## config.mk

```make
export PLATFORM = sky130hd
export DESIGN_NAME = rsp_target_port
export DESIGN_NICKNAME = d
export VERILOG_FILES = /design/src/rtl/rsp_pkg.sv /design/src/rtl/rsp_line_if.sv /design/src/rtl/rsp_line_front.sv /design/src/rtl/rsp_target_port.sv
export SDC_FILE = /design/constraint.sdc
export NUM_CORES = 1
export LEC_CHECK = 0
export BUFFER_PORTS_ARGS = -buffer_cell sky130_fd_sc_hd__buf_2
export CAP_MARGIN = 15
export CORE_MARGIN = 2
export CORE_UTILIZATION = 40
export CTS_CLUSTER_DIAMETER = 200
export DETAILED_ROUTE_END_ITERATION = 8
export HOLD_SLACK_MARGIN = 0.08
export SYNTH_ARGS = -nofsm -noshare
export SYNTH_HDL_FRONTEND = slang
export SYNTH_HIERARCHICAL = 1
export SYNTH_SLANG_ARGS = --single-unit
```

## constraint.sdc

```tcl
create_clock -name core_clk_i -period 3.69 [get_ports core_clk_i]
set_input_delay 0.369 -clock core_clk_i [delete_from_list [all_inputs] [get_ports core_clk_i]]
set_output_delay 0.369 -clock core_clk_i [all_outputs]
set_load 0.03 [all_outputs]
```

## src/rtl/rsp_pkg.sv

```systemverilog
// constants and types shared by the two-wire target port
package rsp_pkg;
  localparam int          ADDR_W        = 8;
  localparam int          DATA_W        = 8;
  localparam logic [6:0]  DEV_ID        = 7'h2a;  // arbitrary identifier value
  localparam logic [7:0]  USER_FIRST    = 8'h12;
  localparam logic [7:0]  USER_LAST     = 8'h19;
  localparam logic [7:0]  PTR_WRAP      = 8'h19;
  localparam logic [7:0]  PTR_RESET     = 8'h00;
  localparam int          USER_BYTES    = 8;
  localparam logic [3:0]  BIT_LAST      = 4'h7;
  localparam logic [7:0]  FILL_BYTE     = 8'h00;
  localparam int          SYNC_STAGES   = 2;

  typedef enum logic [5:0] {
    RSP_IDLE = 6'b000001,
    RSP_RECV = 6'b000010,
    RSP_ACK  = 6'b000100,
    RSP_SEND = 6'b001000,
    RSP_MACK = 6'b010000,
    RSP_WAIT = 6'b100000
  } rsp_state_type;

  typedef enum logic [1:0] {
    RSP_PH_ID   = 2'h0,
    RSP_PH_ADDR = 2'h1,
    RSP_PH_DATA = 2'h2
  } rsp_phase_type;
endpackage : rsp_pkg

```

## src/rtl/rsp_line_if.sv

```systemverilog
// sampled bus lines and decoded bus events shared with the front end
interface rsp_line_if;
  logic scl;
  logic sda;
  logic scl_rise;
  logic scl_fall;
  logic start_ev;
  logic stop_ev;
  modport front (output scl, sda, scl_rise, scl_fall, start_ev, stop_ev);
  modport core  (input  scl, sda, scl_rise, scl_fall, start_ev, stop_ev);
endinterface : rsp_line_if

```

## src/rtl/rsp_line_front.sv

```systemverilog
// two-stage synchronisers and edge/condition detection for the bus lines
module rsp_line_front (
  input  wire logic  core_clk_i,
  input  wire logic  rst_n_i,
  input  wire logic  clk_en_i,
  input  wire logic  scl_i,
  input  wire logic  sda_i,
  rsp_line_if.front  line
);
  typedef struct packed {
    logic [1:0] scl_meta;
    logic [1:0] sda_meta;
    logic       scl_q;
    logic       sda_q;
  } rsp_front_type;

  rsp_front_type r;
  rsp_front_type next_r;

  always_comb begin
    next_r          = r;
    next_r.scl_meta = {r.scl_meta[0], scl_i};
    next_r.sda_meta = {r.sda_meta[0], sda_i};
    next_r.scl_q    = r.scl_meta[1];
    next_r.sda_q    = r.sda_meta[1];
  end

  // idle bus reads high; reset values keep spurious conditions away
  always_ff @(posedge core_clk_i) begin
    if (!rst_n_i) begin
      r <= '{scl_meta: 2'h3, sda_meta: 2'h3, scl_q: 1'b1, sda_q: 1'b1};
    end else if (clk_en_i) begin
      r <= next_r;
    end
  end

  assign line.scl      = r.scl_meta[1];
  assign line.sda      = r.sda_meta[1];
  assign line.scl_rise = r.scl_meta[1] & ~r.scl_q;
  assign line.scl_fall = ~r.scl_meta[1] & r.scl_q;
  assign line.start_ev = r.scl_meta[1] & r.scl_q & r.sda_q & ~r.sda_meta[1];
  assign line.stop_ev  = r.scl_meta[1] & r.scl_q & ~r.sda_q & r.sda_meta[1];
endmodule : rsp_line_front

```

## src/rtl/rsp_target_port.sv

```systemverilog
// two-wire target port with pointer, user memory and register-array access
// Operation
// - eight user bytes at 12h..19h, readable and writable over the bus
// - port is target only; never drives clock nor starts transfers
// - bytes shift most significant bit first both ways
// - data line changes only while clock is low
// - data line released at power-up
// - wait for start; ignore bus until then and during reset
// - stop ends transaction and returns port to standby
// - sender releases after eight bits; receiver pulls low on ninth
// - acknowledge matching identifier, word address, and the first written data byte only
// - last bit of first byte: one reads, zero writes
// - compare upper seven bits after the full byte, ack only on match
// - single word address byte; pointer cleared to zero at reset
// - write: start, id, address, data, stop, all acknowledged
// - keep sending bytes while controller acknowledges each
// - read pointer increments per byte and wraps 19h to 00h
module rsp_target_port #(
  parameter logic [6:0] DEVICE_ID = rsp_pkg::DEV_ID  // arbitrary identifier value
) (
  input  wire logic                       core_clk_i,
  input  wire logic                       rst_n_i,
  input  wire logic                       clk_en_i,
  input  wire logic                       scl_i,
  input  wire logic                       sda_i,
  output logic                            sda_o,
  output logic                            sda_oe_o,
  input  wire logic [rsp_pkg::DATA_W-1:0] ccr_rdata_i,
  output logic      [rsp_pkg::ADDR_W-1:0] ccr_addr_o,
  output logic      [rsp_pkg::DATA_W-1:0] ccr_wdata_o,
  output logic                            ccr_we_o,
  output logic                            busy_o
);
  import rsp_pkg::*;

  typedef struct packed {
    rsp_state_type               state;
    rsp_phase_type               phase;
    logic [3:0]                  bit_cnt;
    logic [DATA_W-1:0]           shreg;
    logic [ADDR_W-1:0]           ptr;
    logic                        rd_mode;
    logic                        ack_drive;
    logic                        sda_oe;
    logic [ADDR_W-1:0]           ccr_addr;
    logic [DATA_W-1:0]           ccr_wdata;
    logic                        ccr_we;
    logic                        busy;
    logic [1:0]                  settle;
  } rsp_core_type;

  rsp_core_type      r;
  rsp_core_type      next_r;
  logic [DATA_W-1:0] user_mem [USER_BYTES];
  logic              mem_we;
  logic [2:0]        mem_idx;
  logic [DATA_W-1:0] mem_wdata;
  logic [DATA_W-1:0] rd_byte;
  logic              in_user;

  // events are ignored until the synchronisers have flushed their reset fill
  localparam logic [1:0] SETTLE_DONE = 2'(SYNC_STAGES + 1);

  rsp_line_if line ();

  rsp_line_front u_front (
    .core_clk_i (core_clk_i),
    .rst_n_i    (rst_n_i),
    .clk_en_i   (clk_en_i),
    .scl_i      (scl_i),
    .sda_i      (sda_i),
    .line       (line)
  );

  function automatic logic [ADDR_W-1:0] ptr_next(input logic [ADDR_W-1:0] p);
    logic [ADDR_W-1:0] n;
    n = (p >= PTR_WRAP) ? PTR_RESET : ADDR_W'(p + 8'h01);
    return n;
  endfunction : ptr_next

  assign in_user = (r.ptr >= USER_FIRST) && (r.ptr <= USER_LAST);
  assign mem_idx = 3'(r.ptr - USER_FIRST);
  assign rd_byte = in_user ? user_mem[mem_idx] : ccr_rdata_i;

  always_comb begin
    next_r        = r;
    next_r.ccr_we = 1'b0;
    mem_we        = 1'b0;
    mem_wdata     = r.shreg;
    if (r.settle != SETTLE_DONE) begin
      // synchronisers still carry the reset ones, so an edge here is not real
      next_r.settle = 2'(r.settle + 2'h1);
    end else if (line.start_ev) begin
      // repeated start lands here too, keeping the pointer for the read
      next_r.state   = RSP_RECV;
      next_r.phase   = RSP_PH_ID;
      next_r.bit_cnt = 4'h0;
      next_r.sda_oe  = 1'b0;
      next_r.busy    = 1'b1;
    end else if (line.stop_ev) begin
      next_r.state  = RSP_IDLE;
      next_r.sda_oe = 1'b0;
      next_r.busy   = 1'b0;
      next_r.ack_drive = 1'b0;
      next_r.bit_cnt   = 4'h0;
    end else begin
      case (r.state)
        RSP_IDLE: begin
          next_r.sda_oe = 1'b0;
        end
        RSP_RECV: begin
          if (line.scl_rise) begin
            next_r.shreg   = {r.shreg[DATA_W-2:0], line.sda};
            next_r.bit_cnt = 4'(r.bit_cnt + 4'h1);
          end else if (line.scl_fall && r.bit_cnt == 4'(BIT_LAST + 4'h1)) begin
            next_r.bit_cnt   = 4'h0;
            next_r.ack_drive = 1'b1;
            next_r.state     = RSP_ACK;
            case (r.phase)
              RSP_PH_ID: begin
                if (r.shreg[7:1] == DEVICE_ID) begin
                  next_r.rd_mode = r.shreg[0];
                end else begin
                  next_r.ack_drive = 1'b0;
                  next_r.state     = RSP_WAIT;
                end
              end
              RSP_PH_ADDR: begin
                next_r.ptr = r.shreg;
              end
              default: begin
                if (in_user) begin
                  mem_we = 1'b1;
                end else begin
                  next_r.ccr_we = 1'b1;
                end
                next_r.ccr_addr  = r.ptr;
                next_r.ccr_wdata = r.shreg;
              end
            endcase
            // drive on the falling edge so data changes only with clock low
            next_r.sda_oe = next_r.ack_drive;
          end
        end
        RSP_ACK: begin
          if (line.scl_fall) begin
            next_r.sda_oe    = 1'b0;
            next_r.ack_drive = 1'b0;
            if (r.phase == RSP_PH_ID && r.rd_mode) begin
              next_r.state  = RSP_SEND;
              next_r.shreg  = rd_byte;
              next_r.sda_oe = ~rd_byte[DATA_W-1];
            end else if (r.phase == RSP_PH_ID) begin
              next_r.phase = RSP_PH_ADDR;
              next_r.state = RSP_RECV;
            end else if (r.phase == RSP_PH_ADDR) begin
              next_r.phase = RSP_PH_DATA;
              next_r.state = RSP_RECV;
            end else begin
              // single-byte write: further bytes are ignored until stop
              next_r.state = RSP_WAIT;
            end
          end
        end
        RSP_SEND: begin
          if (line.scl_fall) begin
            if (r.bit_cnt == BIT_LAST) begin
              next_r.bit_cnt = 4'h0;
              next_r.sda_oe  = 1'b0;
              next_r.ptr     = ptr_next(r.ptr);
              next_r.state   = RSP_MACK;
            end else begin
              next_r.bit_cnt = 4'(r.bit_cnt + 4'h1);
              next_r.shreg   = {r.shreg[DATA_W-2:0], 1'b0};
              next_r.sda_oe  = ~r.shreg[DATA_W-2];
            end
          end
        end
        RSP_MACK: begin
          if (line.scl_rise) begin
            next_r.rd_mode = ~line.sda; // controller ack keeps streaming
          end else if (line.scl_fall) begin
            if (r.rd_mode) begin
              next_r.state  = RSP_SEND;
              next_r.shreg  = rd_byte;
              next_r.sda_oe = ~rd_byte[DATA_W-1];
            end else begin
              next_r.state = RSP_WAIT;
            end
          end
        end
        RSP_WAIT: begin
          next_r.sda_oe = 1'b0;
        end
        default: begin
          next_r.state = RSP_IDLE;
        end
      endcase
    end
    // array read data is taken at the pointer, so the address follows it
    next_r.ccr_addr = next_r.ptr;
  end

  // pointer zeroed at reset; only the data line is ever driven
  always_ff @(posedge core_clk_i) begin
    if (!rst_n_i) begin
      r.state     <= RSP_IDLE;
      r.phase     <= RSP_PH_ID;
      r.bit_cnt   <= 4'h0;
      r.shreg     <= FILL_BYTE;
      r.ptr       <= PTR_RESET;
      r.rd_mode   <= 1'b0;
      r.ack_drive <= 1'b0;
      r.sda_oe    <= 1'b0;
      r.ccr_addr  <= PTR_RESET;
      r.ccr_wdata <= FILL_BYTE;
      r.ccr_we    <= 1'b0;
      r.busy      <= 1'b0;
      r.settle    <= 2'h0;
    end else if (clk_en_i) begin
      r <= next_r;
    end
  end

  // backup-retained storage is not cleared by reset
  always_ff @(posedge core_clk_i) begin
    if (clk_en_i && mem_we) begin
      user_mem[mem_idx] <= mem_wdata;
    end
  end

  assign sda_o       = 1'b0;
  assign sda_oe_o    = r.sda_oe;
  assign ccr_addr_o  = r.ccr_addr;
  assign ccr_wdata_o = r.ccr_wdata;
  assign ccr_we_o    = r.ccr_we;
  assign busy_o      = r.busy;
endmodule : rsp_target_port

```

# [Word-level counts from Yosys, hierarchy flattened]
# Memory sizes are Yosys's and may differ from the RTL's.
# Cells that the tools add are included.
[classes] add_sub_neg=4 order_cmp=3 eq_ne=41 n_mux=77 n_bitwise=18 reduce_logical=28
[ops] op="two-way mux 8 bit" count=13
[ops] op="two-way mux 6 bit" count=12
[ops] op="two-way mux 28 bit" count=2
[ops] op="two-way mux 17 bit" count=3
[ops] op="AND reduction 10 bit" count=4
[ops] op="!= test 2 bit (second input constant)" count=18
[ops] op="!= test 4 bit (second input constant)" count=8
[ops] op="case mux 8 bit (4 select lines)" count=1
[ops] op="case mux 6 bit (5 select lines)" count=1
[ops] op="two-way mux 29 bit" count=1
[ops] op="two-way mux 1 bit" count=23
[ops] op="two-way mux 20 bit" count=1
[ops] op="two-way mux 9 bit" count=2
[ops] op="greater-or-equal comparator 8 x 5 -> 1 bit (second input constant)" count=2
[ops] op="two-way mux 4 bit" count=4
[ops] op="case mux 8 bit (2 select lines)" count=1
[ops] op="two-way mux 2 bit" count=7
[ops] op="AND reduction 7 bit" count=2
[ops] op="AND reduction 13 bit" count=1
[ops] op="two-way mux 12 bit" count=1
[ops] op="inverter 1 bit" count=11
[ops] op="two-way mux 10 bit" count=1
[ops] op="nonzero test 2 bit" count=5
[ops] op="!= test 3 bit (second input constant)" count=3
[ops] op="31 further kinds" count=44
[word_totals] regBits=49 mem_bits_rw=64 word_cells=188 mem_count=1
[mem_list] name="user_mem" words=8 width=8 rd=1 rd_clocked_by_memory_dff=0 wr=1 line_no="rsp_target_port.sv:54" rtl="logic [DATA_W-1:0] user_mem [USER_BYTES];"

# [Logic depth before layout (Yosys ltp)]
# Gate-level depths: netlist of run 1.
[logic_depth] word_depth=13 ltp_mapped=10 mapped_depth_nobuf=7

# [Modules after synthesis]
# The synthesis of run 1 kept the hierarchy.
[modules_own_cells] module="rsp_target_port" n_inst=1 cells_per_inst=464 area_each_um2=5302.6 seq_area_each_um2=2762.6
[modules_own_cells] module="rsp_line_front" n_inst=1 cells_per_inst=24 area_each_um2=259.0 seq_area_each_um2=120.1

# [Worst setup path after synthesis of run 1]
# Ideal clock, no wire load.
[synth_timing] kind="register to register" startpoint="register ccr_addr_o[1] (netlist name)" endpoint="register r (netlist bit mem_wdata[2])" setup_ns=0.136 arrival_ns=2.559 t_required_ns=3.554 path_slack_ns=0.995 path_stages_with_launch=11 path_buffers=3 period_less_slack_ns=2.695 cell_sequence="dfxtp_1 buf_2 clkinv_1 ha_1 clkbuf_1 buf_1 mux4_2 nand2_1 nand3_1 o211ai_1 a311oi_2"
[synth_lines] element="end signal, assigned" line_no="rsp_target_port.sv:221" rtl="r <= next_r;"
[synth_lines] element="end, declared" line_no="rsp_target_port.sv:52" rtl="rsp_core_type r;"

==> run_results.csv, run 1 <==
group,metric,value,unit
setup_path,path_delay_family,"simple AND/OR/NAND/NOR gates",
sta,rsz0062_at_grt,"no",
clocking,cts_tree,"built",
setup_path,cp-startpoint,"ccr_addr_o[0]",
die,pin_count,33,
clocking,clk_latency,0.36,ns
setup_path,critPathSlowestCell,"dfxtp_1",
global_route,antenna_found_initial,0,
setup_path,timing.rr.start,"ccr_addr_o[0]",
run,maxCapViolCount,0,
sta,setup_viol,0,
drt,wl_per_cell,19.59,um
setup_path,path_class,"register to register",
setup_path,crit_path_end_kind,"register",
die,initial_core_util,0.4054,
pwr,leakagePower,2.239,nW
cells_and_area,fin_util,0.4432,
setup_path,crit_path_max_fanout,17,
pwr,pwr_density_cell,392.1,nW/um^2
min_path,worstHoldStart,"scl_i",
sta,max-slew-margin-rel,0.3051,
clocking,cts_buffers,9,
global_route,grt-ovfl-total,0,
clocking,cts_resized,0,
place,dpl_cell_area,5766,sq um
drt,viasPerCell,5.836,
sta,worst_pin_slew,1.034,ns
drt,top_layer_used,"met4",
die,fp-row-count,43,
setup_path,critical_path_buf_inv_count,2,
drt,antenna_left,0,
global_route,track_usage,0.1912,
setup_path,cp.arrival,2.85,ns
place,place.gp.congestion,0.8708,
die,core,13720,sq um
place,dp_hpwl,9387,um
yosys,syn_nets,512,
yosys,synth-seq-area-share,0.5183,
die,die_x,121.9,um
global_route,grt_pass1_vias,3779,
drt,dr.pass1.iters,4,
setup_path,cp-start-kind,"register",
yosys,synthDistinctLibCells,74,
clocking,h-tree-depth,3,
clocking,cts_hold_buf,0,
yosys,ys_seq_elements,112,
cells_and_area,finalInstanceArea,6081,sq um
setup_path,critical_path_required,3.71,ns
clocking,root_buffer,"clkbuf_16",
yosys,avgSynthCellArea,11.40,sq um
sta,clock_skew,0.01046,ns
yosys,synth_warnings,6,
cells_and_area,drive_gt1_frac,0.1836,
pwr,power,2.384,mW
cells_and_area,fillCellCount,1271,
drt,drt_iter0_markers,391,
drt,met3WireLength,783,um
pwr,vdd_drop_max,0.0002736,V
setup_path,slowest_delay,0.74,ns
sta,post-route-min-period,2.834,ns
drt,wl_met2,6696,um
sta,hold_viol,0,
drt,wl,13340,um
cells_and_area,diodes,0,
place,portBuffers,31,
min_path,min_path_type,"primary input to register",
yosys,syn_area,5562,sq um
global_route,grt_max_degree,34,
clocking,clk_pin_slew,0.08,ns
sta,finalMaxSlewViolations,0,
drt,dr_total_vias,3974,
run_status,status,"complete, no violations",
drt,drc_errors,0,
clocking,cts_setup_buffers,0,
yosys,synth_edf_count,64,
setup_path,path_cells,"ha_1 > nor3b_1 > nor4bb_4 > buf_4 > inv_1 > nor3_1 > and2_1",
yosys,synth_cells,488,
sta,finalCritPeriodShare,0.7681,
cells_and_area,syn_to_final_growth,9.336,%
global_route,grt_pass1_wl,21190,um
die,die_h,121.9,um
clocking,clock_path_buffers,2,
clocking,cts_sinks,112,
sta,setup_tns,0,ns
sta,max_freq,0.3528,GHz
die,die_area,14860,sq um
yosys,yosys_most_used_dff,"edfxtp_1",
drt,routedLengthMet1,5691,um
cells_and_area,nets,520,
yosys,async_flop_share,0,
final cells by class:
class                   count  area [sq um]  area share
well taps                 180         225.2     0.03704
multi-input cells         321          2386      0.3924
clock inverters             7         90.09     0.01481
inverters                  11         41.29    0.006790
clock buffers               9         225.2     0.03704
repair buffers             41         230.2     0.03786
flip-flops and latches    112          2883      0.4741
tightest hold or removal path: stages:
cell     delay (ns)
buf_2          0.07
mux2i_1        0.05
nand2_1        0.06
flip-flops by register name, indices dropped and copies added (netlist names), 2 cells and up:
register / cells
r: 15
ccr_addr_o: 8
user_mem: 64
u_front/r: 2
u_front/next_r: 2
ccr_wdata_o: 8
mem_wdata: 8
per-stage QoR:
step / setup slack (ns) / hold WS (ns) / instances
2_1_floorplan: 0.9952 / 0.4309 / 488
3_3_place_gp: 0.9054 / 0.4533 / 665
3_5_place_dp: 0.8128 / 0.4587 / 665
4_1_cts: 0.8054 / 0.2137 / 681
5_1_grt: 0.6122 / 0.2304 / 681
6_report: 0.8555 / 0.2219 / 681
cells in the final DEF (no fill, tap or decap), drive strengths merged, types with 7 or more instances in the layout:
master / count
mux4: 16
a21oi: 22
edfxtp: 64
nor3: 12
o21ai: 10
clkbuf: 9
o211ai: 10
buf: 41
a311oi: 10
and2: 7
inv: 13
ha: 11
dfxtp: 48
nand3: 21
mux2i: 21
nor2: 29
nand2: 56
synth_stat cells (all sizes together) (2+ instances only):
master / number / share of area
edfxtp: 64 / 0.35
nand2: 56 / 0.038
dfxtp: 48 / 0.17
nor2: 29 / 0.020
buf: 26 / 0.036
a21oi: 22 / 0.020
mux2i: 21 / 0.038
nand3: 21 / 0.019
clkbuf: 18 / 0.012
mux4: 16 / 0.065
nor3: 12 / 0.011
ha: 11 / 0.025
a311oi: 10 / 0.017
o211ai: 10 / 0.013
o21ai: 10 / 0.0090
inv: 9 / 0.0061
and2: 7 / 0.0083
a31oi: 5 / 0.0056
nand4: 5 / 0.0056
nor4: 5 / 0.0056
and3: 4 / 0.0045
nor3b: 4 / 0.0072
or3: 4 / 0.0054
a211o: 3 / 0.0050
a211oi: 3 / 0.0040
a31o: 3 / 0.0047
a32o: 3 / 0.0054
nand3b: 3 / 0.0040
nor4b: 3 / 0.0074
o221ai: 3 / 0.0047
o2bb2ai: 3 / 0.0047
or2: 3 / 0.0034
xnor2: 3 / 0.0047
xor2: 3 / 0.0047
a2bb2oi: 2 / 0.0043
a41o: 2 / 0.0036
a41oi: 2 / 0.0032
clkinv: 2 / 0.0014
nand2b: 2 / 0.0022
nor4bb: 2 / 0.0036
o21a: 2 / 0.0027
o22ai: 2 / 0.0022
o311a: 2 / 0.0036
worst paths after layout:
kind	to	slack [ns]	depth (start not counted)
setup / recovery	user_mem[0][0]	0.86	7
hold / removal	u_front/next_r[5]	0.22	3
setup reg to reg	user_mem[0][0]	0.86	7
hold reg to reg	busy_o	0.46	2
per-layer routing:
layer,GRT usage,vias to the layer above
li1,-,1865
met1,0.2454,1984
met2,0.3149,112
met3,0.05712,13
met4,0.05244,0
met5,0,-
power breakdown:
part           switching (mW)  total (mW)  internal, mW
combinational          0.0333      0.0507        0.0174
sequential            0.00378        1.31          1.31
clock                   0.478        1.02         0.544
cell families (layout without fill, tap and decap cells):
kind of cell             Yosys count  count (layout)  share of synthesized area
other                              1               1                  0.0006743
adder cells (fa/ha/maj)           11              11                    0.02475
buffers and inverters             55              68                    0.05534
AO/OA/AOI/OAI                     97              97                     0.1291
flip-flops                       112             112                     0.5183
AND/OR/NAND/NOR                  168             168                     0.1577
multiplexers                      38              38                     0.1046
XOR/XNOR                           6               6                   0.009451
Note: power is estimated with default switching activity, not from simulation.
==> inputs of run 2 (changes only) <==
==> constraint.sdc (replaced) <==
create_clock -name core_clk_i -period 2.8 [get_ports core_clk_i]
set_input_delay 0.28 -clock core_clk_i [delete_from_list [all_inputs] [get_ports core_clk_i]]
set_output_delay 0.28 -clock core_clk_i [all_outputs]
set_load 0.03 [all_outputs]
==> run 2 against run 1 <==
  * Sequential power grew 32%
  * Via count rose by 2.2%
  * Flip-flop and latch count stayed put
  * Final area grew 2.8%
  * Highest routed layer unchanged
==> run_results.csv, run 2 (synthesized netlist as in run 1, its figures left out) <==
group,metric,value,unit
place,dp_hpwl,9829,um
global_route,track_usage,0.1969,
sta,hold_viol,0,
global_route,antenna_found_initial,0,
sta,worst_pin_slew,1.088,ns
die,die_h,121.9,um
setup_path,path_class,"register to register",
setup_path,critPathSlowestCell,"or4b_1",
setup_path,crit_path_max_fanout,8,
die,initial_core_util,0.4054,
pwr,swShare,0.2143,
clocking,cts_setup_buffers,0,
sta,clock_skew,0.008552,ns
global_route,grt_max_degree,34,
pwr,pwr-share-comb,0.023,
global_route,grt_pass1_vias,4061,
pwr,seqPwrFrac,0.531,
sta,setup_viol,0,
pwr,leakagePower,2.353,nW
sta,rsz0062_at_grt,"no",
run,maxCapViolCount,0,
cells_and_area,fin_util,0.4555,
cells_and_area,regMostFlops,"user_mem",
cells_and_area,reg_top3,"user_mem x64, r x15",
pwr,power,3.259,mW
pwr,vdd_drop_max,0.0002855,V
pwr,p_sw,0.6985,mW
drt,wl_per_cell,19.87,um
clocking,clk_latency,0.36,ns
cells_and_area,diodes,0,
pwr,clkPwrFrac,0.447,
drt,drc_errors,0,
cells_and_area,drive_gt1_frac,0.2135,
cells_and_area,fin_cells,700,
die,die_area,14860,sq um
cells_and_area,largest_register_ff_count,64,
setup_path,critical_path_buf_inv_count,0,
drt,viasPerCell,5.804,
clocking,clk_pin_slew,0.08,ns
global_route,grt-ovfl-total,0,
clocking,cts_hold_buf,0,
sta,max-slew-margin-rel,0.2704,
cells_and_area,fillCellCount,1275,
sta,post-route-min-period,2.609,ns
clocking,cts_resized,0,
die,pin_count,33,
setup_path,cp-startpoint,"r[48]",
clocking,clock_path_buffers,2,
pwr,pwr_density_cell,521.4,nW/um^2
sta,finalCritPeriodShare,0.9317,
place,portBuffers,31,
place,dpl_cell_area,5908,sq um
drt,wl,13910,um
setup_path,cp-start-kind,"register",
pwr,intPower,2.560,mW
cells_and_area,syn_to_final_growth,12.37,%
setup_path,cp.arrival,2.63,ns
cells_and_area,final_cell_mix,"edfxtp_1 (64), nand2_1 (55), dfxtp_1 (48)",
cells_and_area,finalInstanceArea,6250,sq um
setup_path,slowest_delay,0.62,ns
drt,dr_total_vias,4063,
clocking,cts_tree,"built",
run_status,status,"complete, no violations",
setup_path,path_cells,"or4b_1 > nor3_1 > nand4_1 > nor3_1 > and2_1",
die,die_x,121.9,um
min_path,min_path_type,"primary input to register",
clocking,cts_sinks,112,
sta,finalMaxSlewViolations,0,
setup_path,crit_path_end_kind,"register",
setup_path,critical_path_required,2.82,ns
clocking,h-tree-depth,3,
min_path,worstHoldStart,"sda_i",
clocking,root_buffer,"clkbuf_16",
place,dp.cells,684,
drt,antenna_left,0,
sta,setup_tns,0,ns
place,place.gp.congestion,0.9056,
die,fp-row-count,43,
cells_and_area,nets,539,
clocking,cts_buffers,9,
setup_path,crit_top_cell,"nor3_1",
die,core,13720,sq um
global_route,grt_pass1_wl,22200,um
drt,drt_iter0_markers,406,
cells_and_area,final_common_cell,"edfxtp_1",
sta,max_freq,0.3833,GHz
drt,dr.pass1.iters,5,
setup_path,timing.rr.start,"r[48]",
setup_path,path_delay_family,"simple AND/OR/NAND/NOR gates",
run 2: through the flow:
| stage | hold WS [ns] | setup slack, ns |
|---|---|---|
| 4_1_cts | 0.1340 | 0.2058 |
| 3_3_place_gp | 0.4555 | 0.2938 |
| 5_1_grt | 0.1710 | 0.03020 |
| 6_report | 0.1396 | 0.1913 |
| 3_5_place_dp | 0.4627 | 0.2150 |
| 2_1_floorplan | 0.3419 | 0.1052 |
run 2: path summary, 6_finish.rpt:
path,endpoint,slack [ns],depth (start not counted)
worst max-delay path,user_mem[6][5],0.19,5
worst min-delay path,u_front/next_r[3],0.14,3
worst max register to register,user_mem[6][5],0.19,5
worst min register to register,busy_o,0.46,2
run 2: layout make-up:
class                      count  area [sq um]  area share
tap                          180         225.2     0.03604
inverter                      11         41.29    0.006607
multi-input combinational    321          2386      0.3818
sequential                   112          2883      0.4613
timing repair buffer          60         372.9     0.05966
clock buffer                   9         225.2     0.03604
clock inverter                 7         116.4     0.01862
run 2: metal layers:
metal / share of wire / GRT usage / vias up / wire length (um)
met5: 0 / 0 / - / 0
met4: 0.019 / 0.06106 / 0 / 266
met3: 0.055 / 0.03605 / 23 / 771
met2: 0.49 / 0.3366 / 152 / 6873
met1: 0.43 / 0.2538 / 1985 / 5996
li1: - / - / 1903 / -
run 2: power by group through the flow:
stage | Sequential (mW) | Combinational [mW] | Clock [mW]
2_1_floorplan | 1.77 | 0.0451 | 0
5_1_grt | 1.73 | 0.0805 | 1.54
3_5_place_dp | 1.77 | 0.0716 | 0
6_report | 1.73 | 0.0735 | 1.46
3_3_place_gp | 1.77 | 0.0709 | 0
4_1_cts | 1.73 | 0.0732 | 1.47
run 2: worst register-to-register path, stage by stage (launching register included):
cell and delay (ns):
dfxtp_1 0.39, or4b_1 0.62, nor3_1 0.21, nand4_1 0.22, nor3_1 0.38, and2_1 0.45
==> inputs of run 3 (changes only) <==
==> constraint.sdc (replaced) <==
create_clock -name core_clk_i -period 2.85 [get_ports core_clk_i]
set_input_delay 0.57 -clock core_clk_i [delete_from_list [all_inputs] [get_ports core_clk_i]]
set_output_delay 0.57 -clock core_clk_i [all_outputs]
set_load 0.03 [all_outputs]
==> run 3 against run 2 <==
  * Die area unchanged
  * Clock power decreased by 17%
  * Wire length decreased by 3.2%
  * Global-route usage decreased by 0.46 points
  * First-iteration DRC count decreased by 13%
  * Count of clock-buffer cells in the layout unchanged
  * Cell count increased by 0.14%
  * Sequential power about the same
  * Largest cell class unchanged
  * Largest power group unchanged
==> run_results.csv, run 3 (synthesized netlist as in run 1, its figures left out) <==
group,metric,value,unit
global_route,grt_max_degree,34,
clocking,clock_path_buffers,2,
drt,dr.pass1.iters,5,
setup_path,r2r_slack,0.28,ns
sta,hold_viol,0,
sta,worst_pin_slew,0.7167,ns
min_path,hold_end,"u_front/next_r[5]",
die,core,13720,sq um
die,initial_core_util,0.4054,
min_path,worstHoldStart,"scl_i",
clocking,h-tree-depth,3,
sta,setup_ws,0.2783,ns
drt,wl,13470,um
clocking,cts_buffers,9,
drt,drc_errors,0,
pwr,vdd_drop_max,0.0002385,V
cells_and_area,drive_gt1_frac,0.2150,
sta,post-route-min-period,2.572,ns
die,die_area,14860,sq um
clocking,cts_resized,0,
drt,antenna_left,0,
clocking,root_buffer,"clkbuf_16",
sta,finalMaxSlewViolations,0,
global_route,grt_pass1_wl,21490,um
sta,max_freq,0.3889,GHz
place,portBuffers,31,
setup_path,timing.rr.start,"r[48]",
die,pin_count,33,
sta,max-slew-margin-rel,0.5178,
sta,setup_viol,0,
die,fp-row-count,43,
die,die_x,121.9,um
cells_and_area,final_cell_mix,"edfxtp_1 (64), nand2_1 (55), dfxtp_1 (48)",
drt,viasPerCell,5.693,
cells_and_area,fin_util,0.4521,
sta,setup_tns,0,ns
cells_and_area,reg_top3,"user_mem x64, r x15",
setup_path,crit_path_max_fanout,8,
die,die_h,121.9,um
setup_path,cp.arrival,2.58,ns
cells_and_area,regMostFlops,"user_mem",
cells_and_area,syn_to_final_growth,11.52,%
drt,dr_total_vias,3991,
drt,drt_iter0_markers,352,
min_path,whs_path_depth,3,
global_route,grt_pass1_vias,3911,
clocking,clk_pin_slew,0.07,ns
global_route,track_usage,0.1923,
setup_path,path_class,"register to register",
run,maxCapViolCount,0,
setup_path,cp-start-kind,"register",
global_route,antenna_found_initial,0,
setup_path,r2r-end,"user_mem[0][2]",
setup_path,crit_path_end_kind,"register",
pwr,leakagePower,2.333,nW
clocking,cts_hold_buf,0,
place,place.gp.congestion,0.8870,
pwr,pwr_density_cell,480.6,nW/um^2
setup_path,critical_path_required,2.86,ns
run_status,status,"complete, no violations",
cells_and_area,final_common_cell,"edfxtp_1",
sta,clock_skew,0.01169,ns
place,dp_hpwl,9762,um
place,dp_slack,0.2970,ns
min_path,min_path_type,"primary input to register",
sta,finalCritPeriodShare,0.9023,
sta,rsz0062_at_grt,"no",
cells_and_area,diodes,0,
setup_path,rr_worst_depth,5,
clocking,cts_setup_buffers,0,
clocking,cts_sinks,112,
cells_and_area,nets,540,
drt,wl_per_cell,19.21,um
clocking,cts_tree,"built",
clocking,clk_latency,0.36,ns
global_route,grt-ovfl-total,0,
cells_and_area,largest_register_ff_count,64,
## run 3: critical path: stages (launching register included)
cell,delay [ns]
dfxtp_1,0.35
or4b_1,0.59
nor3_1,0.21
nand4_1,0.21
nor3_1,0.39
and2_1,0.46
## run 3: worst max-delay path by stage
stage | endpoint | slack, ns | from
final | user_mem[0][2] | 0.28 | r[48]
after detailed placement | user_mem[0][3] | 0.30 | r[48]
after CTS | user_mem[0][6] | 0.28 | r[48]
after global placement | user_mem[0][6] | 0.35 | r[47]
after floorplan | mem_wdata[2] | 0.16 | ccr_addr_o[1]
after global routing | user_mem[0][6] | 0.11 | r[48]
## run 3: power breakdown
part	internal (mW)	switching, mW	leakage [nW]
Combinational	0.0257	0.0455	1.06
Sequential	1.69	0.00472	1.13
Clock	0.610	0.601	0.140
## run 3: layer usage
metal | part of all wire | track usage | vias to the layer above
met2 | 0.50 | 0.3275 | 131
met4 | 0.018 | 0.05244 | 0
met1 | 0.42 | 0.2447 | 1933
met5 | 0 | 0 | -
li1 | - | - | 1902
met3 | 0.059 | 0.04682 | 25
## run 3: layout make-up
type                       instances  area (sq um)
fill                            1293          7517
sequential                       112          2883
multi-input combinational        321          2386
timing repair buffer              61         380.4
clock buffer                       9         225.2
tap                              180         225.2
clock inverter                     7         61.31
inverter                          11         41.29
## run 3: metrics by stage
step                      hold WS [ns]  instances  area (sq um)  power [mW]
after CTS                       0.4123        701          6202       3.004
after global routing            0.4380        701          6202       3.065
after floorplan                 0.4399        488          5562       1.780
after global placement          0.4568        685          5916       1.805
after detailed placement        0.4612        685          5916       1.807
final                           0.4225        701          6202       2.981
